`config.mk`:
```
export PLATFORM = sky130hd
export DESIGN_NAME = ptc_clock
export DESIGN_NICKNAME = d
export VERILOG_FILES = /design/src/rtl/ptc_pkg.sv /design/src/rtl/ptc_tick_gen.sv /design/src/rtl/ptc_time_step.sv /design/src/rtl/ptc_clock.sv
export SDC_FILE = /design/constraint.sdc
export NUM_CORES = 1
export LEC_CHECK = 0
export BUFFER_PORTS_ARGS = -buffer_cell sky130_fd_sc_hd__buf_4
export CORE_MARGIN = 10
export CORE_UTILIZATION = 30
export CTS_BUF_LIST = sky130_fd_sc_hd__clkbuf_8
export CTS_CLUSTER_SIZE = 10
export DETAILED_ROUTE_END_ITERATION = 7
export GPL_TIMING_DRIVEN = 0
export HOLD_SLACK_MARGIN = 0.15
export MAX_ROUTING_LAYER = met4
export SLEW_MARGIN = 20
export SYNTH_ARGS = -nofsm -noshare
export SYNTH_HDL_FRONTEND = slang
export SYNTH_SLANG_ARGS = --single-unit
```
`constraint.sdc`:
```
create_clock -name clk_i -period 12.89 [get_ports clk_i]
set_input_delay 0.6445 -clock clk_i [delete_from_list [all_inputs] [get_ports clk_i]]
set_output_delay 0.6445 -clock clk_i [all_outputs]
set_load 0.05 [all_outputs]
```
`src/rtl/ptc_pkg.sv`:
```
// Function
// - continuous adjust applies rate each tick
// - continuous adjust bit, RW, resets zero
// - enable bit starts/stops counter, resets zero
// - reset bit clears time, self-clears
// - 3-bit phase field, 8ns sub-cycles
// - phase codes 0..4 map 0..32 ns
// - nanosecond high word, RW, resets zero
// - nanosecond low word, RW, resets zero
// - seconds high word, RW, resets zero
// - read command snapshots running time coherently
// - load command loads running time
// - direction flag: one adds, zero subtracts
// - seconds low word, RW, resets zero
package ptc_pkg;

  // Clock and time base
  localparam int CLK_MHZ = 125;
  localparam int CLK_PERIOD_NS = 1000 / CLK_MHZ;
  localparam int TB_PERIOD_NS = 40;
  localparam int PHASE_STEPS = TB_PERIOD_NS / CLK_PERIOD_NS;
  localparam logic [2:0] PHASE_LAST = 3'(PHASE_STEPS - 1);
  localparam logic [5:0] TICK_NS = 6'(TB_PERIOD_NS);
  localparam logic [31:0] NS_PER_SEC = 32'h3B9A_CA00;

  // Register indices; byte address is four times the index
  localparam logic [15:0] IDX_CTRL = 16'h0500;
  localparam logic [15:0] IDX_PHASE = 16'h0502;
  localparam logic [15:0] IDX_NS_HI = 16'h0504;
  localparam logic [15:0] IDX_NS_LO = 16'h0506;
  localparam logic [15:0] IDX_SEC_HI = 16'h0508;
  localparam logic [15:0] IDX_SEC_LO = 16'h050A;
  localparam logic [15:0] IDX_RATE_HI = 16'h050C;
  localparam logic [15:0] IDX_RATE_LO = 16'h050E;

  // Control field positions
  localparam int CTRL_RESET_BIT = 0;
  localparam int CTRL_ENABLE_BIT = 1;
  localparam int CTRL_CONT_BIT = 2;
  localparam int CTRL_LOAD_BIT = 3;
  localparam int CTRL_READ_BIT = 4;
  // Rate high word field positions
  localparam int RATE_DIR_BIT = 15;
  localparam int RATE_HI_W = 14;
  localparam int FRAC_W = 30;

  // Reset values
  localparam logic [2:0] PHASE_RST = 3'h0;
  localparam logic [15:0] WORD_RST = 16'h0000;
  localparam logic [29:0] RATE_RST = 30'h0000_0000;

  // Running time value
  typedef struct packed {
    logic [31:0] sec;
    logic [31:0] ns;
  } ptc_time_t;

  // Rate adjustment settings
  typedef struct packed {
    logic adj;
    logic dir;
    logic [FRAC_W-1:0] rate;
  } ptc_rate_t;

  // Bus slave states
  typedef enum logic [0:0] {
    BUS_IDLE = 1'b0,
    BUS_ACK = 1'b1
  } ptc_bus_st_t;

  // Byte address of a register index
  function automatic logic [15:0] ptc_byte_adr(input logic [15:0] idx);
    return {idx[13:0], 2'b00};
  endfunction

endpackage

```
`src/rtl/ptc_tick_gen.sv`:
```
`timescale 1ns/1ns
module ptc_tick_gen (
  // Clock and reset
  input wire logic clk_i,
  input wire logic rst_i,
  // Control
  input wire logic enable_i,
  input wire logic clear_i,
  input wire logic load_i,
  input wire logic [2:0] load_phase_i,
  // Phase and time-base tick
  output logic [2:0] phase_o,
  output logic tick_o
);
  import ptc_pkg::*;

  logic [2:0] phase_q;

  // Phase walks 0..4 at 125 MHz, so one wrap is a 25 MHz tick
  // phase sub-cycle counter
  always_ff @(posedge clk_i) begin
    if (rst_i || clear_i) begin
      phase_q <= PHASE_RST;
    end else if (load_i) begin
      phase_q <= load_phase_i;
    end else if (enable_i) begin
      phase_q <= (phase_q >= PHASE_LAST) ? PHASE_RST : phase_q + 3'h1;
    end
  end

  // Invalid loaded codes also wrap, so the counter recovers
  assign tick_o = enable_i && !clear_i && !load_i && (phase_q >= PHASE_LAST);
  assign phase_o = phase_q;

endmodule // ptc_tick_gen

```
`src/rtl/ptc_time_step.sv`:
```
`timescale 1ns/1ns
module ptc_time_step (
  // Current time
  input ptc_pkg::ptc_time_t cur_i,
  input wire logic [29:0] frac_i,
  input ptc_pkg::ptc_rate_t rate_i,
  // Time after one tick
  output ptc_pkg::ptc_time_t nxt_o,
  output logic [29:0] frac_o
);
  import ptc_pkg::*;

  logic [30:0] frac_sum;
  logic [5:0] step_ns;
  logic [32:0] ns_sum;

  // Fraction accumulator with carry or borrow into nanoseconds
  always_comb begin
    frac_sum = {1'b0, frac_i};
    step_ns = TICK_NS;
    if (rate_i.adj) begin
      if (rate_i.dir) begin
        frac_sum = {1'b0, frac_i} + {1'b0, rate_i.rate};
        step_ns = TICK_NS + {5'h00, frac_sum[30]};
      end else begin
        frac_sum = {1'b0, frac_i} - {1'b0, rate_i.rate};
        step_ns = TICK_NS - {5'h00, frac_sum[30]};
      end
    end
    frac_o = frac_sum[29:0];
  end

  // Nanosecond wrap with seconds carry
  always_comb begin
    ns_sum = {1'b0, cur_i.ns} + {27'h000_0000, step_ns};
    nxt_o.sec = cur_i.sec;
    nxt_o.ns = ns_sum[31:0];
    if (ns_sum >= {1'b0, NS_PER_SEC}) begin
      nxt_o.ns = 32'(ns_sum - {1'b0, NS_PER_SEC});
      nxt_o.sec = cur_i.sec + 32'h0000_0001;
    end
  end

endmodule // ptc_time_step

```
`src/rtl/ptc_clock.sv`:
```
`timescale 1ns/1ns
module ptc_clock (
  // Clock and reset
  input wire logic clk_i,
  input wire logic rst_i,
  // Wishbone classic slave
  input wire logic wb_cyc_i,
  input wire logic wb_stb_i,
  input wire logic wb_we_i,
  input wire logic [15:0] wb_adr_i,
  input wire logic [3:0] wb_sel_i,
  input wire logic [31:0] wb_dat_i,
  output logic [31:0] wb_dat_o,
  output logic wb_ack_o,
  // Running time
  output ptc_pkg::ptc_time_t time_o,
  output logic [2:0] phase_o,
  output logic clk_run_o
);
  import ptc_pkg::*;

  // Bus state
  ptc_bus_st_t bus_q;
  ptc_bus_st_t bus_d;
  logic req;
  logic wr_go;
  logic [31:0] rd_d;
  logic [31:0] rd_q;

  // Control bits
  logic en_q;
  logic cont_q;
  logic clr_pend_q;
  logic load_pend_q;
  logic read_pend_q;

  // Software-side time words and rate
  logic [2:0] sh_phase_q;
  logic [15:0] sh_ns_hi_q;
  logic [15:0] sh_ns_lo_q;
  logic [15:0] sh_sec_hi_q;
  logic [15:0] sh_sec_lo_q;
  ptc_time_t sh_time;
  logic rate_dir_q;
  logic [13:0] rate_hi_q;
  logic [15:0] rate_lo_q;
  logic [29:0] rate_q;
  ptc_rate_t rate_cfg;
  logic ctrl_wr;

  // Running time
  ptc_time_t time_q;
  logic [29:0] frac_q;
  ptc_time_t time_nxt;
  logic [29:0] frac_nxt;
  logic [2:0] phase;
  logic tick;

  // True when the request addresses the register at index idx
  function automatic logic hit(input logic [15:0] adr, input logic [15:0] idx);
    return adr == ptc_byte_adr(idx);
  endfunction

  // Merge the two low byte lanes into a 16-bit word
  function automatic logic [15:0] merge16(
    input logic [15:0] old,
    input logic [31:0] dat,
    input logic [3:0] sel
  );
    logic [15:0] res;
    res = old;
    if (sel[0]) begin
      res[7:0] = dat[7:0];
    end
    if (sel[1]) begin
      res[15:8] = dat[15:8];
    end
    return res;
  endfunction

  // A request is live while cycle and strobe are both high
  assign req = wb_cyc_i && wb_stb_i;

  // Writes land on the edge where the master samples ack
  assign wr_go = (bus_q == BUS_ACK) && req && wb_we_i;

  // Control write on the low byte lane; control bits and commands share it
  assign ctrl_wr = wr_go && hit(wb_adr_i, IDX_CTRL) && wb_sel_i[0];

  // Bus state: one cycle of ack per request, then idle again
  always_comb begin
    case (bus_q)
      BUS_IDLE: begin
        bus_d = req ? BUS_ACK : BUS_IDLE;
      end
      BUS_ACK: begin
        bus_d = BUS_IDLE;
      end
      default: begin
        bus_d = BUS_IDLE;
      end
    endcase
  end

  // Bus state register
  always_ff @(posedge clk_i) begin
    if (rst_i) begin
      bus_q <= BUS_IDLE;
    end else begin
      bus_q <= bus_d;
    end
  end

  assign wb_ack_o = (bus_q == BUS_ACK);

  // Read mux; unmapped addresses read zero and still get ack
  always_comb begin
    rd_d = 32'h0000_0000;
    if (hit(wb_adr_i, IDX_CTRL)) begin
      rd_d[CTRL_ENABLE_BIT] = en_q;
      rd_d[CTRL_CONT_BIT] = cont_q;
    end else if (hit(wb_adr_i, IDX_PHASE)) begin
      rd_d[2:0] = sh_phase_q;
    end else if (hit(wb_adr_i, IDX_NS_HI)) begin
      rd_d[15:0] = sh_ns_hi_q;
    end else if (hit(wb_adr_i, IDX_NS_LO)) begin
      rd_d[15:0] = sh_ns_lo_q;
    end else if (hit(wb_adr_i, IDX_SEC_HI)) begin
      rd_d[15:0] = sh_sec_hi_q;
    end else if (hit(wb_adr_i, IDX_SEC_LO)) begin
      rd_d[15:0] = sh_sec_lo_q;
    end else if (hit(wb_adr_i, IDX_RATE_HI)) begin
      rd_d[RATE_DIR_BIT] = rate_dir_q;
      rd_d[RATE_HI_W-1:0] = rate_q[29:16];
    end else if (hit(wb_adr_i, IDX_RATE_LO)) begin
      rd_d[15:0] = rate_q[15:0];
    end
  end

  // Read data captured as the request arrives, held through ack
  always_ff @(posedge clk_i) begin
    if (rst_i) begin
      rd_q <= 32'h0000_0000;
    end else if (bus_q == BUS_IDLE && req) begin
      rd_q <= rd_d;
    end
  end

  assign wb_dat_o = rd_q;

  // Clock enable; cleared by reset, so time does not advance until software starts it
  always_ff @(posedge clk_i) begin
    if (rst_i) begin
      en_q <= 1'b0;
    end else if (ctrl_wr) begin
      en_q <= wb_dat_i[CTRL_ENABLE_BIT];
    end
  end

  // Continuous adjustment bit
  always_ff @(posedge clk_i) begin
    if (rst_i) begin
      cont_q <= 1'b0;
    end else if (ctrl_wr) begin
      cont_q <= wb_dat_i[CTRL_CONT_BIT];
    end
  end

  // Reset command; a one-cycle pulse is what makes the bit self-clear
  always_ff @(posedge clk_i) begin
    if (rst_i) begin
      clr_pend_q <= 1'b0;
    end else begin
      clr_pend_q <= ctrl_wr && wb_dat_i[CTRL_RESET_BIT];
    end
  end

  // Load command pulse
  always_ff @(posedge clk_i) begin
    if (rst_i) begin
      load_pend_q <= 1'b0;
    end else begin
      load_pend_q <= ctrl_wr && wb_dat_i[CTRL_LOAD_BIT];
    end
  end

  // Read command pulse; it trails the ack, so it never meets a word write
  always_ff @(posedge clk_i) begin
    if (rst_i) begin
      read_pend_q <= 1'b0;
    end else begin
      read_pend_q <= ctrl_wr && wb_dat_i[CTRL_READ_BIT];
    end
  end

  // Phase word: the snapshot wins, but a pulse never meets a write
  always_ff @(posedge clk_i) begin
    if (rst_i) begin
      sh_phase_q <= PHASE_RST;
    end else if (read_pend_q) begin
      sh_phase_q <= phase;
    end else if (wr_go && hit(wb_adr_i, IDX_PHASE) && wb_sel_i[0]) begin
      sh_phase_q <= wb_dat_i[2:0];
    end
  end

  // Upper nanosecond word; all four words snapshot on the same edge
  always_ff @(posedge clk_i) begin
    if (rst_i) begin
      sh_ns_hi_q <= WORD_RST;
    end else if (read_pend_q) begin
      sh_ns_hi_q <= time_q.ns[31:16];
    end else if (wr_go && hit(wb_adr_i, IDX_NS_HI)) begin
      sh_ns_hi_q <= merge16(sh_ns_hi_q, wb_dat_i, wb_sel_i);
    end
  end

  // Lower nanosecond word
  always_ff @(posedge clk_i) begin
    if (rst_i) begin
      sh_ns_lo_q <= WORD_RST;
    end else if (read_pend_q) begin
      sh_ns_lo_q <= time_q.ns[15:0];
    end else if (wr_go && hit(wb_adr_i, IDX_NS_LO)) begin
      sh_ns_lo_q <= merge16(sh_ns_lo_q, wb_dat_i, wb_sel_i);
    end
  end

  // Upper seconds word
  always_ff @(posedge clk_i) begin
    if (rst_i) begin
      sh_sec_hi_q <= WORD_RST;
    end else if (read_pend_q) begin
      sh_sec_hi_q <= time_q.sec[31:16];
    end else if (wr_go && hit(wb_adr_i, IDX_SEC_HI)) begin
      sh_sec_hi_q <= merge16(sh_sec_hi_q, wb_dat_i, wb_sel_i);
    end
  end

  // Lower seconds word
  always_ff @(posedge clk_i) begin
    if (rst_i) begin
      sh_sec_lo_q <= WORD_RST;
    end else if (read_pend_q) begin
      sh_sec_lo_q <= time_q.sec[15:0];
    end else if (wr_go && hit(wb_adr_i, IDX_SEC_LO)) begin
      sh_sec_lo_q <= merge16(sh_sec_lo_q, wb_dat_i, wb_sel_i);
    end
  end

  // Software words as one time value for the load command
  assign sh_time = '{sec: {sh_sec_hi_q, sh_sec_lo_q}, ns: {sh_ns_hi_q, sh_ns_lo_q}};

  // Rate direction flag in the top bit of the high rate word
  always_ff @(posedge clk_i) begin
    if (rst_i) begin
      rate_dir_q <= 1'b0;
    end else if (wr_go && hit(wb_adr_i, IDX_RATE_HI) && wb_sel_i[1]) begin
      rate_dir_q <= wb_dat_i[RATE_DIR_BIT];
    end
  end

  // High rate bits; bit 14 of the word is not kept and reads zero
  always_ff @(posedge clk_i) begin
    if (rst_i) begin
      rate_hi_q <= RATE_RST[29:16];
    end else if (wr_go && hit(wb_adr_i, IDX_RATE_HI)) begin
      if (wb_sel_i[1]) begin
        rate_hi_q[13:8] <= wb_dat_i[13:8];
      end
      if (wb_sel_i[0]) begin
        rate_hi_q[7:0] <= wb_dat_i[7:0];
      end
    end
  end

  // Low rate bits
  always_ff @(posedge clk_i) begin
    if (rst_i) begin
      rate_lo_q <= RATE_RST[15:0];
    end else if (wr_go && hit(wb_adr_i, IDX_RATE_LO)) begin
      rate_lo_q <= merge16(rate_lo_q, wb_dat_i, wb_sel_i);
    end
  end

  // Fraction of a nanosecond added or taken away per tick
  assign rate_q = {rate_hi_q, rate_lo_q};

  assign rate_cfg = '{adj: cont_q, dir: rate_dir_q, rate: rate_q};

  // Sub-cycle phase and 25 MHz tick
  ptc_tick_gen u_tick (
    .clk_i(clk_i),
    .rst_i(rst_i),
    .enable_i(en_q),
    .clear_i(clr_pend_q),
    .load_i(load_pend_q),
    .load_phase_i(sh_phase_q),
    .phase_o(phase),
    .tick_o(tick)
  );

  // Next time after one tick
  ptc_time_step u_step (
    .cur_i(time_q),
    .frac_i(frac_q),
    .rate_i(rate_cfg),
    .nxt_o(time_nxt),
    .frac_o(frac_nxt)
  );

  // Running time: reset over load over advance
  always_ff @(posedge clk_i) begin
    if (rst_i) begin
      time_q <= '0;
      frac_q <= RATE_RST;
    end else if (clr_pend_q) begin
      time_q <= '0;
      frac_q <= RATE_RST;
    end else if (load_pend_q) begin
      time_q <= sh_time;
      frac_q <= RATE_RST;
    end else if (tick) begin
      time_q <= time_nxt;
      frac_q <= frac_nxt;
    end
  end

  // Outputs for the stamp and trigger units; time and phase advance only while enabled, but load and reset commands move them when stopped
  assign time_o = time_q;
  assign phase_o = phase;
  assign clk_run_o = en_q;

endmodule // ptc_clock

```
* Word level (Yosys, flattened, before mapping)
Cells that the tools add are included.
** Cells by class
- Bitwise gates (word level) :: 1
- Eq/ne operators :: 8
- Shifts and indexed selects :: 0
- Divide/modulo/power cells :: 0
- Add/sub/neg operators :: 8
- Multipliers :: 0
- Reduce and logical (&&, ||, !) cells :: 50
- Muxes and demuxes :: 36
- $lt $le $gt $ge :: 2
** Operators by type and width (number)
- $mux W16 :: 13
- $mux W64 :: 3
- $eq A16 B13 Y1 const B :: 8
- $add A32 B6 Y33 :: 1
- $ge A33 B30 Y1 const B :: 1
- $add A32 B1 Y32 const B :: 1
- $sub A32 B30 Y32 const B :: 1
- $add A30 B30 Y31 :: 1
- $sub A30 B30 Y31 :: 1
- $mux W30 :: 1
- $reduce_and A2 Y1 :: 14
- $mux W13 :: 2
- $logic_and A1 B1 Y1 :: 21
- $reduce_bool A2 Y1 :: 10
- $mux W3 :: 6
- $mux W8 :: 2
- $mux W14 :: 1
- $mux W6 :: 2
- $add A6 B1 Y6 const A :: 1
- $sub A6 B1 Y6 const A :: 1
- $mux W1 :: 4
- $add A3 B1 Y3 const B :: 1
- $ge A3 B3 Y1 const B :: 1
- $reduce_or A3 Y1 :: 1
- other kinds (6) :: 7
** Word-level totals
- Bits in latches :: 0
- ROM bits :: 0
- Input bits :: 57
- Register bits after elaboration :: 217
- Bits in writable memories :: 0
- Memories kept :: 0

* Longest topological paths before layout
Gate-level depths: netlist of the first run.
- Word-level depth :: 9
- Mapped depth :: 38
- Depth with buffers taken out :: 35

* Hierarchy
A second synthesis of the first run with hierarchy kept.
** Second synthesis, totals
- Cell total of the unflattened synthesis :: 2146
- Area, all modules :: 15977.8 µm²
** Modules (own cells, without submodules)
- ptc_clock :: cells an instance 1214, times used 1, area an instance 9791.9 µm²
- ptc_time_step :: cells an instance 911, times used 1, area an instance 5984.5 µm²
- ptc_tick_gen :: cells an instance 21, times used 1, area an instance 201.4 µm²

* Least setup slack after synthesis of the first run
No wires, ideal clock.
- Path kind :: register to register
- Start point :: register rate_lo_q[0]
- End point :: register time_q, in the netlist time_o[21]
- Library setup time :: 132 ps
- Period minus slack after synthesis :: 6680 ps
- Arrival :: 6548 ps
- Path buffers :: 3
- Stages on the path, launching flop included :: 38
- Slack :: 6210 ps
- Path through :: dfxtp_1 ha_1 fa_1 nand2b_1 a21oi_1 o21bai_1 a21oi_1 o21bai_1 a211o_1 a21oi_1 o221a_2 o21ai_0 o31ai_1 a311oi_1 o21bai_1 a21oi_1 o21bai_1 a31o_2 (+2 left out) clkbuf_1 and2_1 a31oi_1 a211oi_1 xnor2_1 ha_1 inv_1 o221a_2 or3_1 o22ai_2 o21ai_1 a211o_1 buf_6 buf_6 a211o_1 nand2_1 xnor2_1 a21oi_1
** On the way
- Word-level cells in the longest chain between the ends :: 9
- Elaborated cells between the ends (all ways) :: 12
** RTL lines
- start: declaration :: RTL line ptc_clock.sv:46 : logic [15:0] rate_lo_q;
- start signal: assignment :: RTL line ptc_clock.sv:280 : rate_lo_q <= RATE_RST[15:0];
- start signal: assignment :: RTL line ptc_clock.sv:282 : rate_lo_q <= merge16(rate_lo_q, wb_dat_i, wb_sel_i);
- $sub A30 B30 Y31 or $add A30 B30 Y31 (tied branches) :: RTL line ptc_time_step.sv:26, ptc_time_step.sv:23
- $sub A6 B1 Y6 or $add A6 B1 Y6 (tied branches) :: RTL line ptc_time_step.sv:27, ptc_time_step.sv:24
- $mux W6 * :: RTL line ptc_time_step.sv:22 : if (rate_i.dir) begin
- $mux W6 * :: RTL line ptc_time_step.sv:21 : if (rate_i.adj) begin
- $add A32 B6 Y33 * :: RTL line ptc_time_step.sv:35 : ns_sum = {1'b0, cur_i.ns} + {27'h000_0000, step_ns};
- $sub A32 B30 Y32 or $ge A33 B30 Y1 (tied branches) :: RTL line ptc_time_step.sv:39, ptc_time_step.sv:38
- $mux W64 * :: RTL line ptc_time_step.sv:38 : if (ns_sum >= {1'b0, NS_PER_SEC}) begin
- $mux W64 * :: RTL line ptc_clock.sv:323 : end else if (tick) begin
- $mux W64 * :: RTL line ptc_clock.sv:320 : end else if (load_pend_q) begin
- end signal: assignment :: RTL line ptc_clock.sv:321 : time_q <= sh_time;
- end signal: assignment :: RTL line ptc_clock.sv:324 : time_q <= time_nxt;
- end: declaration :: RTL line ptc_clock.sv:52 : ptc_time_t time_q;
Mark *: on every way between the ends. The rest lies on a longest branch, timed or not. The select of a mux whose other input is x is not followed.
A chain may end at the register's enable or synchronous reset.

* Final worst setup path of the first run
- Start point :: register rate_lo_q[0]
- End point :: register time_q, in the netlist time_o[20]
The elaborated chain is that of the path after synthesis.

==> reports/summary.txt, run 1 <==
Worst slew margin relative to its limit: 0.288
Worst VDD drop: 56.5 uV
Antenna Nets Post-Route: 0
Root Buffer: clkbuf_8
Port Buffer Count: 122
Post-synth top area cell: dfxtp_1
Placed instance count: 2,803
Clock period minus final worst setup slack: 9.07 ns
Post-route setup TNS: 0 ns
Fillers: 5,223
Type of the most critical hold path: primary input to flop
Most common flop cell mapped by yosys: dfxtp_1
Metal3 WL: 5490 um
Final WL: 65,000 um
Total track usage: 0.215
Top sig layer: met4
Placement Setup Slack: 4.16 ns
Starting Density: 0.304
Hold Violations, Final: 0
CP peak stage delay: 0.56 ns
Placement row count: 81
Vias after detailed routing: 16,251
Synth Cell Area: 14,900 sq um
Yosys warns: 0
Number of buffers created by CTS: 41
Iter 0 DRT Violations: 1,940
Crit-path max FO: 10
CTS Sinks: 217
Final setup violation count: 0
Synth Register Bits: 217
DRT Pass-1 Iters: 5
Skew final: 0.0452 ns
# Max-Cap Violations: 0
Post_cts resized: 0
Most frequent cell after synthesis: a21oi_1
CP max stage cell: a211oi_2
Highest clock rate: 110 MHz
Post-Syn Instances: 2,000
First-pass GRT wire length: 96,200 um
Worst-Margin Slew: 1.07 ns
Vias in the first global route: 15,430
Slew Limit Fails: 0
Critical path type: flop to flop
WL/cell: 22.6 um
Required @ worst endpoint: 13.41 ns
Total grt overflow: 0
Clk Latency, worst-skew pair: 0.62 ns
Post-synthesis sequential area ratio: 0.292
Crit path DAT: 9.59 ns
Postcts setup bufs: 0
Post-detailed-placement half-perimeter wirelength: 50,100 um
Placed Instance Area: 16,700 sq um
FFs w/ async S/R, synth: 0
Pleak: 0.00695 uW
Antenna violations before repair: 1
Status: completed
Core ar.: 49,000 sq um
CTS tree: built
Vias per cell: 5.65
EDFF count, synth: 0
Layout cells sized above 1: 0.132
CP startpoint kind: flop
Hold_ws: 0.318 ns
Most frequent CP cell: a21oi_1
Layout Nets: 2,309
P per Cell Area: 86.2 nW/um^2
DIE WIDTH: 243 um
RSZ-0062 raised after global routing: no
Io pins: 158
H-tree levels: 2
CTS max path bufs: 3
Metal-1 WL: 27,000 um
Final worst path period share: 0.704
Synth top area share: 0.292
Met2 Routed Length: 29,200 um
Final setup margin: 3.82 ns
Avg Inst Size Synth: 7.44 sq um
Area contributors post-synth: dfxtp_1 (29%), a21oi_1 (10%), nor2_1 (7.6%)
Final Non-Filler Cells: 2,877
Vert. Die Dim: 243 um
Crit end category: flop
Die area: 58,900 sq um
Largest net degree at the start of global routing: 11
Final instance area: 17,600 sq um
CTS Hold Bufs: 0
Yosys cell types: 98
Final Wtd Congestion: 1.04
Reg clk slew, reported paths: 0.07 ns
Synth top cells by count: a21oi_1 (303), nor2_1 (301), dfxtp_1 (217)
DRC violations left: 0
Layout area overhead: 18.0%
## metal layers
layer  GRT usage  vias up
met4       0.109        0
met5           -        -
met3      0.0391      189
met2       0.334      832
met1       0.264     7760
li1            -     7470
## stage by stage
stage,utilization,power (uW)
CTS,0.359,1520
detailed placement,0.341,785
floorplan,-,743
finish,0.359,1510
global route,0.359,1550
global placement,0.341,785
## worst max-delay path, delay by kind of cell (launching register included)
kind | cells | cell delay [ns]
DFF | 1 | 0.39
buffers and inverters | 3 | 0.66
adders and majority gates | 5 | 1.51
AOI/OAI and AO/OA | 22 | 5.09
and+or+nand+nor | 4 | 0.78
xor gates and xnor gates | 2 | 0.55
## state kept, by name, summed over array words and instances, names as in the netlist, 3 cells and up
name / count
wb_dat_o: 16
time_o: 64
u_tick.phase_o: 3
sh_ns_lo_q: 16
sh_ns_hi_q: 16
rate_hi_q: 14
frac_q: 30
sh_sec_lo_q: 16
sh_sec_hi_q: 16
sh_phase_q: 3
rate_lo_q: 16
## final timing paths
kind / from / cells past startpoint / slack, ns / to
max: rate_lo_q[0]$_SDFFE_PP0P_ / 36 / 3.82 / time_o[20]$_SDFFE_PP0P_
min: wb_dat_i[4] / 2 / 0.32 / read_pend_q$_SDFF_PP0_
max reg2reg: rate_lo_q[0]$_SDFFE_PP0P_ / 36 / 3.82 / time_o[20]$_SDFFE_PP0P_
min reg2reg: frac_q[3]$_SDFFE_PP0P_ / 2 / 0.48 / frac_q[3]$_SDFFE_PP0P_
## kinds of logic (layout without fill, tap and decap cells)
| group | Yosys count | after routing | share of synthesized area |
|---|---|---|---|
| buf+inv | 232 | 429 | 0.0668 |
| mux | 56 | 56 | 0.0389 |
| xor+xnor | 94 | 94 | 0.0553 |
| compound gates | 648 | 648 | 0.272 |
| fa+ha+maj | 70 | 70 | 0.0604 |
| simple gates | 682 | 682 | 0.214 |
| flops | 217 | 217 | 0.292 |
| other cells | 1 | 17 | 0.000252 |
## layout by cell type (no fill, tap or decap), drive strengths merged, types with 16 or more instances in the layout
| master | n |
|---|---|
| a21oi | 306 |
| nor2 | 303 |
| dfxtp | 217 |
| buf | 175 |
| clkbuf | 144 |
| nand2 | 134 |
| inv | 102 |
| o21ai | 96 |
| xnor2 | 67 |
| ha | 67 |
| nand3 | 57 |
| a211oi | 48 |
| mux2i | 41 |
| nor3 | 40 |
| and3 | 30 |
| xor2 | 27 |
| nor2b | 25 |
| o31ai | 20 |
| a22oi | 17 |
| nand4 | 17 |
| a21o | 16 |
| conb | 16 |
| o22ai | 16 |
| o211ai | 16 |
| nor4 | 16 |
## power by group
group | internal [uW] | leakage [uW] | switching [uW]
combinational | 26.1 | 0.00470 | 71.6
clock | 405 | 0.000500 | 336
sequential | 673 | 0.00175 | 2.38
## layout make-up
type	count	area [sq um]	share of cell area
diodes	1	2.50	0.000143
inverters	86	323	0.0184
multi-input cells	1566	9610	0.547
flip-flops and latches	217	4340	0.247
clock inverters	24	179	0.0102
well taps	664	831	0.0473
clock buffers	49	674	0.0384
plain buffers	146	671	0.0382
repair buffers	124	926	0.0527
Note: power is estimated with default switching activity, not from simulation.
==> inputs of run 2 (changes only) <==
- ABC_AREA: default -> 1
- clock period: 12.89 -> 9.1 ns (I/O delays scaled with it)
==> reports/summary.txt, run 2 <==
Max reg flops: 64 (unchanged)
Pleak: 0.00812 uW (was 0.00695 uW)
Vias per cell: 5.20 (was 5.65)
Crit end category: flop (unchanged)
DRT Pass-1 Iters: 6 (was 5)
Commonest non-fill, non-tap cells in the layout: nand2_1 (584), inv_1 (319), a21oi_1 (230) (was a21oi_1 (303), nor2_1 (300), dfxtp_1 (217))
CP max stage cell: xor2_1 (was a211oi_2)
Antenna violations before repair: 2 (was 1)
Synth Cell Area: 15,500 sq um (was 14,900 sq um)
Worst VDD drop: 83.2 uV (was 56.5 uV)
Io pins: 158 (unchanged)
Post-detailed-placement half-perimeter wirelength: 53,500 um (was 50,100 um)
Post-route setup TNS: 0 ns (unchanged)
Most common flop cell mapped by yosys: dfxtp_1 (unchanged)
WL/cell: 20.0 um (was 22.6 um)
Type of the most critical hold path: primary input to flop (unchanged)
Most frequent CP cell: nand2_1 (was a21oi_1)
Hold Violations, Final: 0 (unchanged)
Most frequent cell after synthesis: nand2_1 (was a21oi_1)
Post-Syn Instances: 2,450 (was 2,000)
CTS tree: built (unchanged)
Antenna Nets Post-Route: 0 (unchanged)
Clock period minus final worst setup slack: 6.34 ns (was 9.07 ns)
Largest net degree at the start of global routing: 14 (was 11)
Final setup violation count: 0 (unchanged)
Area contributors post-synth: dfxtp_1 (28%), nand2_1 (14%), inv_1 (7.5%) (was dfxtp_1 (29%), a21oi_1 (10%), nor2_1 (7.6%))
Crit path DAT: 6.82 ns (was 9.59 ns)
Final Wtd Congestion: 1.03 (was 1.04)
Most common cell after layout, fill and taps aside: nand2_1 (was a21oi_1)
Vert. Die Dim: 247 um (was 243 um)
Number of buffers created by CTS: 42 (was 41)
DRC violations left: 0 (unchanged)
CTS max path bufs: 3 (unchanged)
Avg Inst Size Synth: 6.33 sq um (was 7.44 sq um)
Skew final: 0.0747 ns (was 0.0452 ns)
Status: completed (unchanged)
Starting Density: 0.302 (was 0.304)
Postcts setup bufs: 0 (unchanged)
CP startpoint kind: flop (unchanged)
Crit-path max FO: 10 (unchanged)
Synth top area share: 0.280 (was 0.292)
CTS Sinks: 217 (unchanged)
Design Power: 2110 uW (was 1510 uW)
EDFF count, synth: 0 (unchanged)
Final WL: 66,900 um (was 65,000 um)
Placement row count: 83 (was 81)
Synth Register Bits: 217 (unchanged)
Worst slew margin relative to its limit: 0.368 (was 0.288)
# Max-Cap Violations: 0 (unchanged)
Crit path max-delay family: simple AND/OR/NAND/NOR gates (was compound AO/OA/AOI/OAI gates)
Reg clk slew, reported paths: 0.07 ns (about the same)
Post-synth top area cell: dfxtp_1 (unchanged)
DIE WIDTH: 247 um (was 243 um)
Port Buffer Count: 122 (unchanged)
Post-synthesis sequential area ratio: 0.280 (was 0.292)
Worst-Margin Slew: 0.947 ns (was 1.07 ns)
CTS Hold Bufs: 0 (unchanged)
P per Cell Area: 116 nW/um^2 (was 86.2 nW/um^2)
RSZ-0062 raised after global routing: no (unchanged)
Critical path type: flop to flop (unchanged)
Yosys warns: 0 (unchanged)
First-pass GRT wire length: 99,100 um (was 96,200 um)
Critical path buffers and inverters: 6 (was 3)
Root Buffer: clkbuf_8 (unchanged)
Iter 0 DRT Violations: 1,613 (was 1,940)
CP peak stage delay: 0.46 ns (was 0.56 ns)
Final worst path period share: 0.697 (was 0.704)
Vias after detailed routing: 17,375 (was 16,251)
Vias in the first global route: 16,296 (was 15,430)
H-tree levels: 2 (unchanged)
Yosys cell types: 56 (was 98)
Layout cells sized above 1: 0.114 (was 0.132)
Fillers: 5,819 (was 5,223)
Clk Latency, worst-skew pair: 0.64 ns (was 0.62 ns)
Total track usage: 0.217 (was 0.215)
Layout Nets: 2,758 (was 2,309)
Slew Limit Fails: 0 (unchanged)
Post_cts resized: 0 (unchanged)
Layout area overhead: 17.5% (was 18.0%)
Highest clock rate: 158 MHz (was 110 MHz)
Required @ worst endpoint: 9.58 ns (was 13.41 ns)
Core ar.: 51,300 sq um (was 49,000 sq um)
FFs w/ async S/R, synth: 0 (unchanged)
Die area: 61,200 sq um (was 58,900 sq um)
Synth top cells by count: nand2_1 (584), inv_1 (311), a21oi_1 (230) (was a21oi_1 (303), nor2_1 (301), dfxtp_1 (217))
Total grt overflow: 0 (unchanged)
[run 2: cell count changes in the layout (fill, tap and decap cells not counted), moves of 21 or more]
cell / before / now
a31oi_1: 13 / 50
nor2b_1: 25 / 0
nor2_1: 300 / 176
o21ai_0: 89 / 211
nand3_1: 56 / 147
nand2_1: 133 / 584
xnor2_1: 67 / 4
a21oi_1: 303 / 230
nand2_2: 0 / 21
a211oi_1: 46 / 1
mux2i_1: 41 / 2
inv_1: 98 / 319
and3_1: 29 / 1
[run 2: where the power goes]
group | internal, uW | leakage (uW) | total [uW] | switching (uW)
clock | 583 | 0.000480 | 1070 | 483
sequential | 950 | 0.00175 | 951 | 0.476
combinational | 24.3 | 0.00589 | 96.5 | 72.2
[run 2: path summary, 6_finish.rpt]
kind | startpoint | end | depth (start not counted) | slack [ns]
min | rst_i | load_pend_q$_SDFF_PP0_ | 2 | 0.22
max reg2reg | rate_lo_q[3]$_SDFFE_PP0P_ | time_o[28]$_SDFFE_PP0P_ | 44 | 2.76
min reg2reg | wb_dat_o[7]$_SDFFE_PP0P_ | wb_dat_o[7]$_SDFFE_PP0P_ | 2 | 0.47
max | rate_lo_q[3]$_SDFFE_PP0P_ | time_o[28]$_SDFFE_PP0P_ | 44 | 2.76
[run 2: metrics by stage]
stage / setup slack, ns / util / instance area (sq um) / hold slack [ns] / cells
3_5_place_dp: 2.77 / 0.338 / 17300 / 0.461 / 3267
2_1_floorplan: 4.27 / - / 15600 / 0.444 / 2465
6_report: 2.76 / 0.355 / 18200 / 0.219 / 3340
4_1_cts: 2.76 / 0.355 / 18200 / 0.172 / 3338
5_1_grt: 2.19 / 0.355 / 18200 / 0.194 / 3340
3_3_place_gp: 2.75 / 0.338 / 17300 / 0.459 / 3267
[run 2: worst register-to-register path: cells and delay by family (launching register included)]
family                     cells  cell delay (ns)
adders and majority gates      3             0.79
DFF                            1             0.38
AOI/OAI and AO/OA              8             1.20
and+or+nand+nor               26             2.52
buffers and inverters          6             0.86
xor gates and xnor gates       1             0.46
[run 2: layout make-up]
cell class | instances | area (sq um) | area share
Antenna cell | 2 | 5.00 | 0.000275
Buffer | 124 | 617 | 0.0339
Clock buffer | 49 | 674 | 0.0370
Clock inverter | 22 | 206 | 0.0113
Inverter | 334 | 1250 | 0.0688
Multi-Input combinational cell | 1790 | 9360 | 0.513
Sequential cell | 217 | 4340 | 0.238
Tap cell | 680 | 851 | 0.0467
Timing Repair Buffer | 122 | 916 | 0.0503
[run 2: cells by family after synthesis]
| kind of cell | after synthesis | share of synthesized area |
|---|---|---|
| AO/OA/AOI/OAI | 616 | 0.224 |
| AND/OR/NAND/NOR | 1042 | 0.291 |
| other | 1 | 0.000242 |
| XOR/XNOR | 44 | 0.0253 |
| adder cells (fa/ha/maj) | 70 | 0.0579 |
| buffers and inverters | 458 | 0.121 |
| multiplexers | 2 | 0.00129 |
| flip-flops | 217 | 0.280 |
[run 2: per-layer routing]
layer | global-route usage | part of all wire
met1 | 0.275 | 0.44
met2 | 0.341 | 0.45
met3 | 0.0441 | 0.079
met4 | 0.0654 | 0.029
met5 | - | 0
==> inputs of run 3 (changes only) <==
- clock period: 9.1 -> 6.55 ns (I/O delays scaled with it)
==> reports/summary.txt, run 3 (synthesized netlist as in run 2, its figures left out) <==
Status: completed (unchanged)
Capture point of the worst reg-to-reg path: time_o[28]$_SDFFE_PP0P_ (unchanged)
Commonest non-fill, non-tap cells in the layout: nand2_1 (583), inv_1 (319), a21oi_1 (230) (was nand2_1 (584), inv_1 (319), a21oi_1 (230))
Core ar.: 51,300 sq um (unchanged)
Starting Density: 0.302 (unchanged)
Highest clock rate: 164 MHz (was 158 MHz)
Critical path buffers and inverters: 6 (unchanged)
Layout cells sized above 1: 0.116 (was 0.114)
Utilization after layout: 0.360 (was 0.355)
Final worst path period share: 0.933 (was 0.697)
H-tree levels: 2 (unchanged)
Most frequent CP cell: nand2_1 (unchanged)
P per Cell Area: 160 nW/um^2 (was 116 nW/um^2)
Vias after detailed routing: 17,397 (was 17,375)
CP startpoint kind: flop (unchanged)
Worst slew margin relative to its limit: 0.379 (was 0.368)
RSZ-0062 raised after global routing: no (unchanged)
Antenna violations before repair: 1 (was 2)
Critical path type: flop to flop (unchanged)
Root Buffer: clkbuf_8 (unchanged)
CTS max path bufs: 3 (unchanged)
Largest net degree at the start of global routing: 14 (unchanged)
Vert. Die Dim: 247 um (unchanged)
CTS Sinks: 217 (unchanged)
Type of the most critical hold path: primary input to flop (unchanged)
Worst VDD drop: 115 uV (was 83.2 uV)
Total grt overflow: 0 (unchanged)
Vias in the first global route: 16,387 (was 16,296)
Iter 0 DRT Violations: 1,642 (was 1,613)
Final setup violation count: 0 (unchanged)
WL/cell: 20.0 um (about the same)
Area of the multi-input gates: 9380 sq um (was 9360 sq um)
Max reg flops: 64 (unchanged)
Io pins: 158 (unchanged)
Post-route setup TNS: 0 ns (unchanged)
Placed instance count: 3,267 (unchanged)
Crit end category: flop (unchanged)
Sequential cell area: 4340 sq um (unchanged)
Crit-path max FO: 10 (unchanged)
Clk Latency, worst-skew pair: 0.64 ns (about the same)
Hold Crit Depth: 7 (was 2)
Vias per cell: 5.18 (was 5.20)
Layout area overhead: 18.9% (was 17.5%)
CP max stage cell: ha_1 (was xor2_1)
Slew Limit Fails: 0 (unchanged)
Worst-case hold path end point: wb_dat_o[2]$_SDFFE_PP0P_ (was load_pend_q$_SDFF_PP0_)
Final Wtd Congestion: 1.03 (unchanged)
# Max-Cap Violations: 0 (unchanged)
DRC violations left: 0 (unchanged)
R2r setup slk: 0.44 ns (was 2.76 ns)
Fillers: 5,790 (was 5,819)
Post-detailed-placement half-perimeter wirelength: 53,500 um (unchanged)
Layout Nets: 2,779 (was 2,758)
First-pass GRT wire length: 99,600 um (was 99,100 um)
Number of buffers created by CTS: 42 (unchanged)
CP peak stage delay: 0.39 ns (was 0.46 ns)
Min-delay src: wb_adr_i[5] (was rst_i)
Crit path DAT: 6.60 ns (was 6.82 ns)
Design Power: 2940 uW (was 2110 uW)
Reg-to-Reg Start: rate_lo_q[3]$_SDFFE_PP0P_ (unchanged)
Pleak: 0.00821 uW (was 0.00812 uW)
DIE WIDTH: 247 um (unchanged)
Total track usage: 0.217 (about the same)
Clock period minus final worst setup slack: 6.11 ns (was 6.34 ns)
Die area: 61,200 sq um (unchanged)
Placement row count: 83 (unchanged)
Antenna Nets Post-Route: 0 (unchanged)
Skew final: 0.0727 ns (was 0.0747 ns)
Register-to-Register Path Depth: 44 (unchanged)
Worst-Margin Slew: 0.932 ns (was 0.947 ns)
Final WL: 67,100 um (was 66,900 um)
Reg clk slew, reported paths: 0.07 ns (about the same)
Final Non-Filler Cells: 3,360 (was 3,340)
Port Buffer Count: 122 (unchanged)
Hold Violations, Final: 0 (unchanged)
Most common cell after layout, fill and taps aside: nand2_1 (unchanged)
Required @ worst endpoint: 7.03 ns (was 9.58 ns)
DRT Pass-1 Iters: 6 (unchanged)
Crit path max-delay family: simple AND/OR/NAND/NOR gates (unchanged)
CTS tree: built (unchanged)
==> run 3: per-layer routing <==
metal	GRT usage	up-vias	share of wire	wire [um]
li1	-	8515	-	-
met1	0.277	8091	0.44	29300
met2	0.342	671	0.45	30400
met3	0.0425	120	0.081	5450
met4	0.0654	0	0.029	1930
met5	-	-	0	0
==> run 3: final cells by class <==
| class | instances | area share |
|---|---|---|
| Tap cell | 680 | 0.0461 |
| Timing Repair Buffer | 143 | 0.0606 |
| Clock buffer | 49 | 0.0366 |
| Multi-Input combinational cell | 1790 | 0.509 |
| Clock inverter | 22 | 0.0112 |
| Buffer | 124 | 0.0334 |
| Sequential cell | 217 | 0.235 |
| Antenna cell | 1 | 0.000136 |
| Inverter | 334 | 0.0680 |
==> run 3: per-stage QoR <==
stage	setup WS, ns	hold slack (ns)	instance area [sq um]
6_report	0.437	0.366	18500
5_1_grt	0.0323	0.375	18500
4_1_cts	0.214	0.281	18400
3_5_place_dp	0.219	0.461	17300
3_3_place_gp	0.201	0.459	17300
2_1_floorplan	1.72	0.444	15600
==> run 3: worst max-delay path by stage <==
stage,startpoint,endpoint,depth (start not counted)
floorplan,rate_lo_q[0]$_SDFFE_PP0P_,time_o[20]$_SDFFE_PP0P_,43
global placement,rate_lo_q[3]$_SDFFE_PP0P_,time_o[28]$_SDFFE_PP0P_,44
detailed placement,rate_lo_q[3]$_SDFFE_PP0P_,time_o[28]$_SDFFE_PP0P_,44
CTS,rate_lo_q[3]$_SDFFE_PP0P_,time_o[28]$_SDFFE_PP0P_,44
global route,rate_lo_q[3]$_SDFFE_PP0P_,time_o[28]$_SDFFE_PP0P_,44
finish,rate_lo_q[3]$_SDFFE_PP0P_,time_o[28]$_SDFFE_PP0P_,44
==> run 3: report_power, final <==
group          leakage (uW)  internal, uW  total (uW)  switching, uW
Clock              0.000480           809        1480            671
Combinational       0.00599          40.3         143            103
Sequential          0.00175          1320        1320          0.667
==> run 3: worst reg2reg max path, delay by kind of cell (launching register included) <==
kind / cells / cell delay [ns]
flip-flops: 1 / 0.38
AND/OR/NAND/NOR: 25 / 2.41
buffers and inverters: 6 / 0.78
XOR/XNOR: 1 / 0.22
AO/OA/AOI/OAI: 9 / 1.38
adder cells (fa/ha/maj): 3 / 0.81
==> run 3: repair_timing <==
action	CTS	global route
gates resized for setup	0	10
setup buffers	0	3
hold buffers	18	0
endpoints found under the setup margin	0	55
hold endpoints to repair	35	0
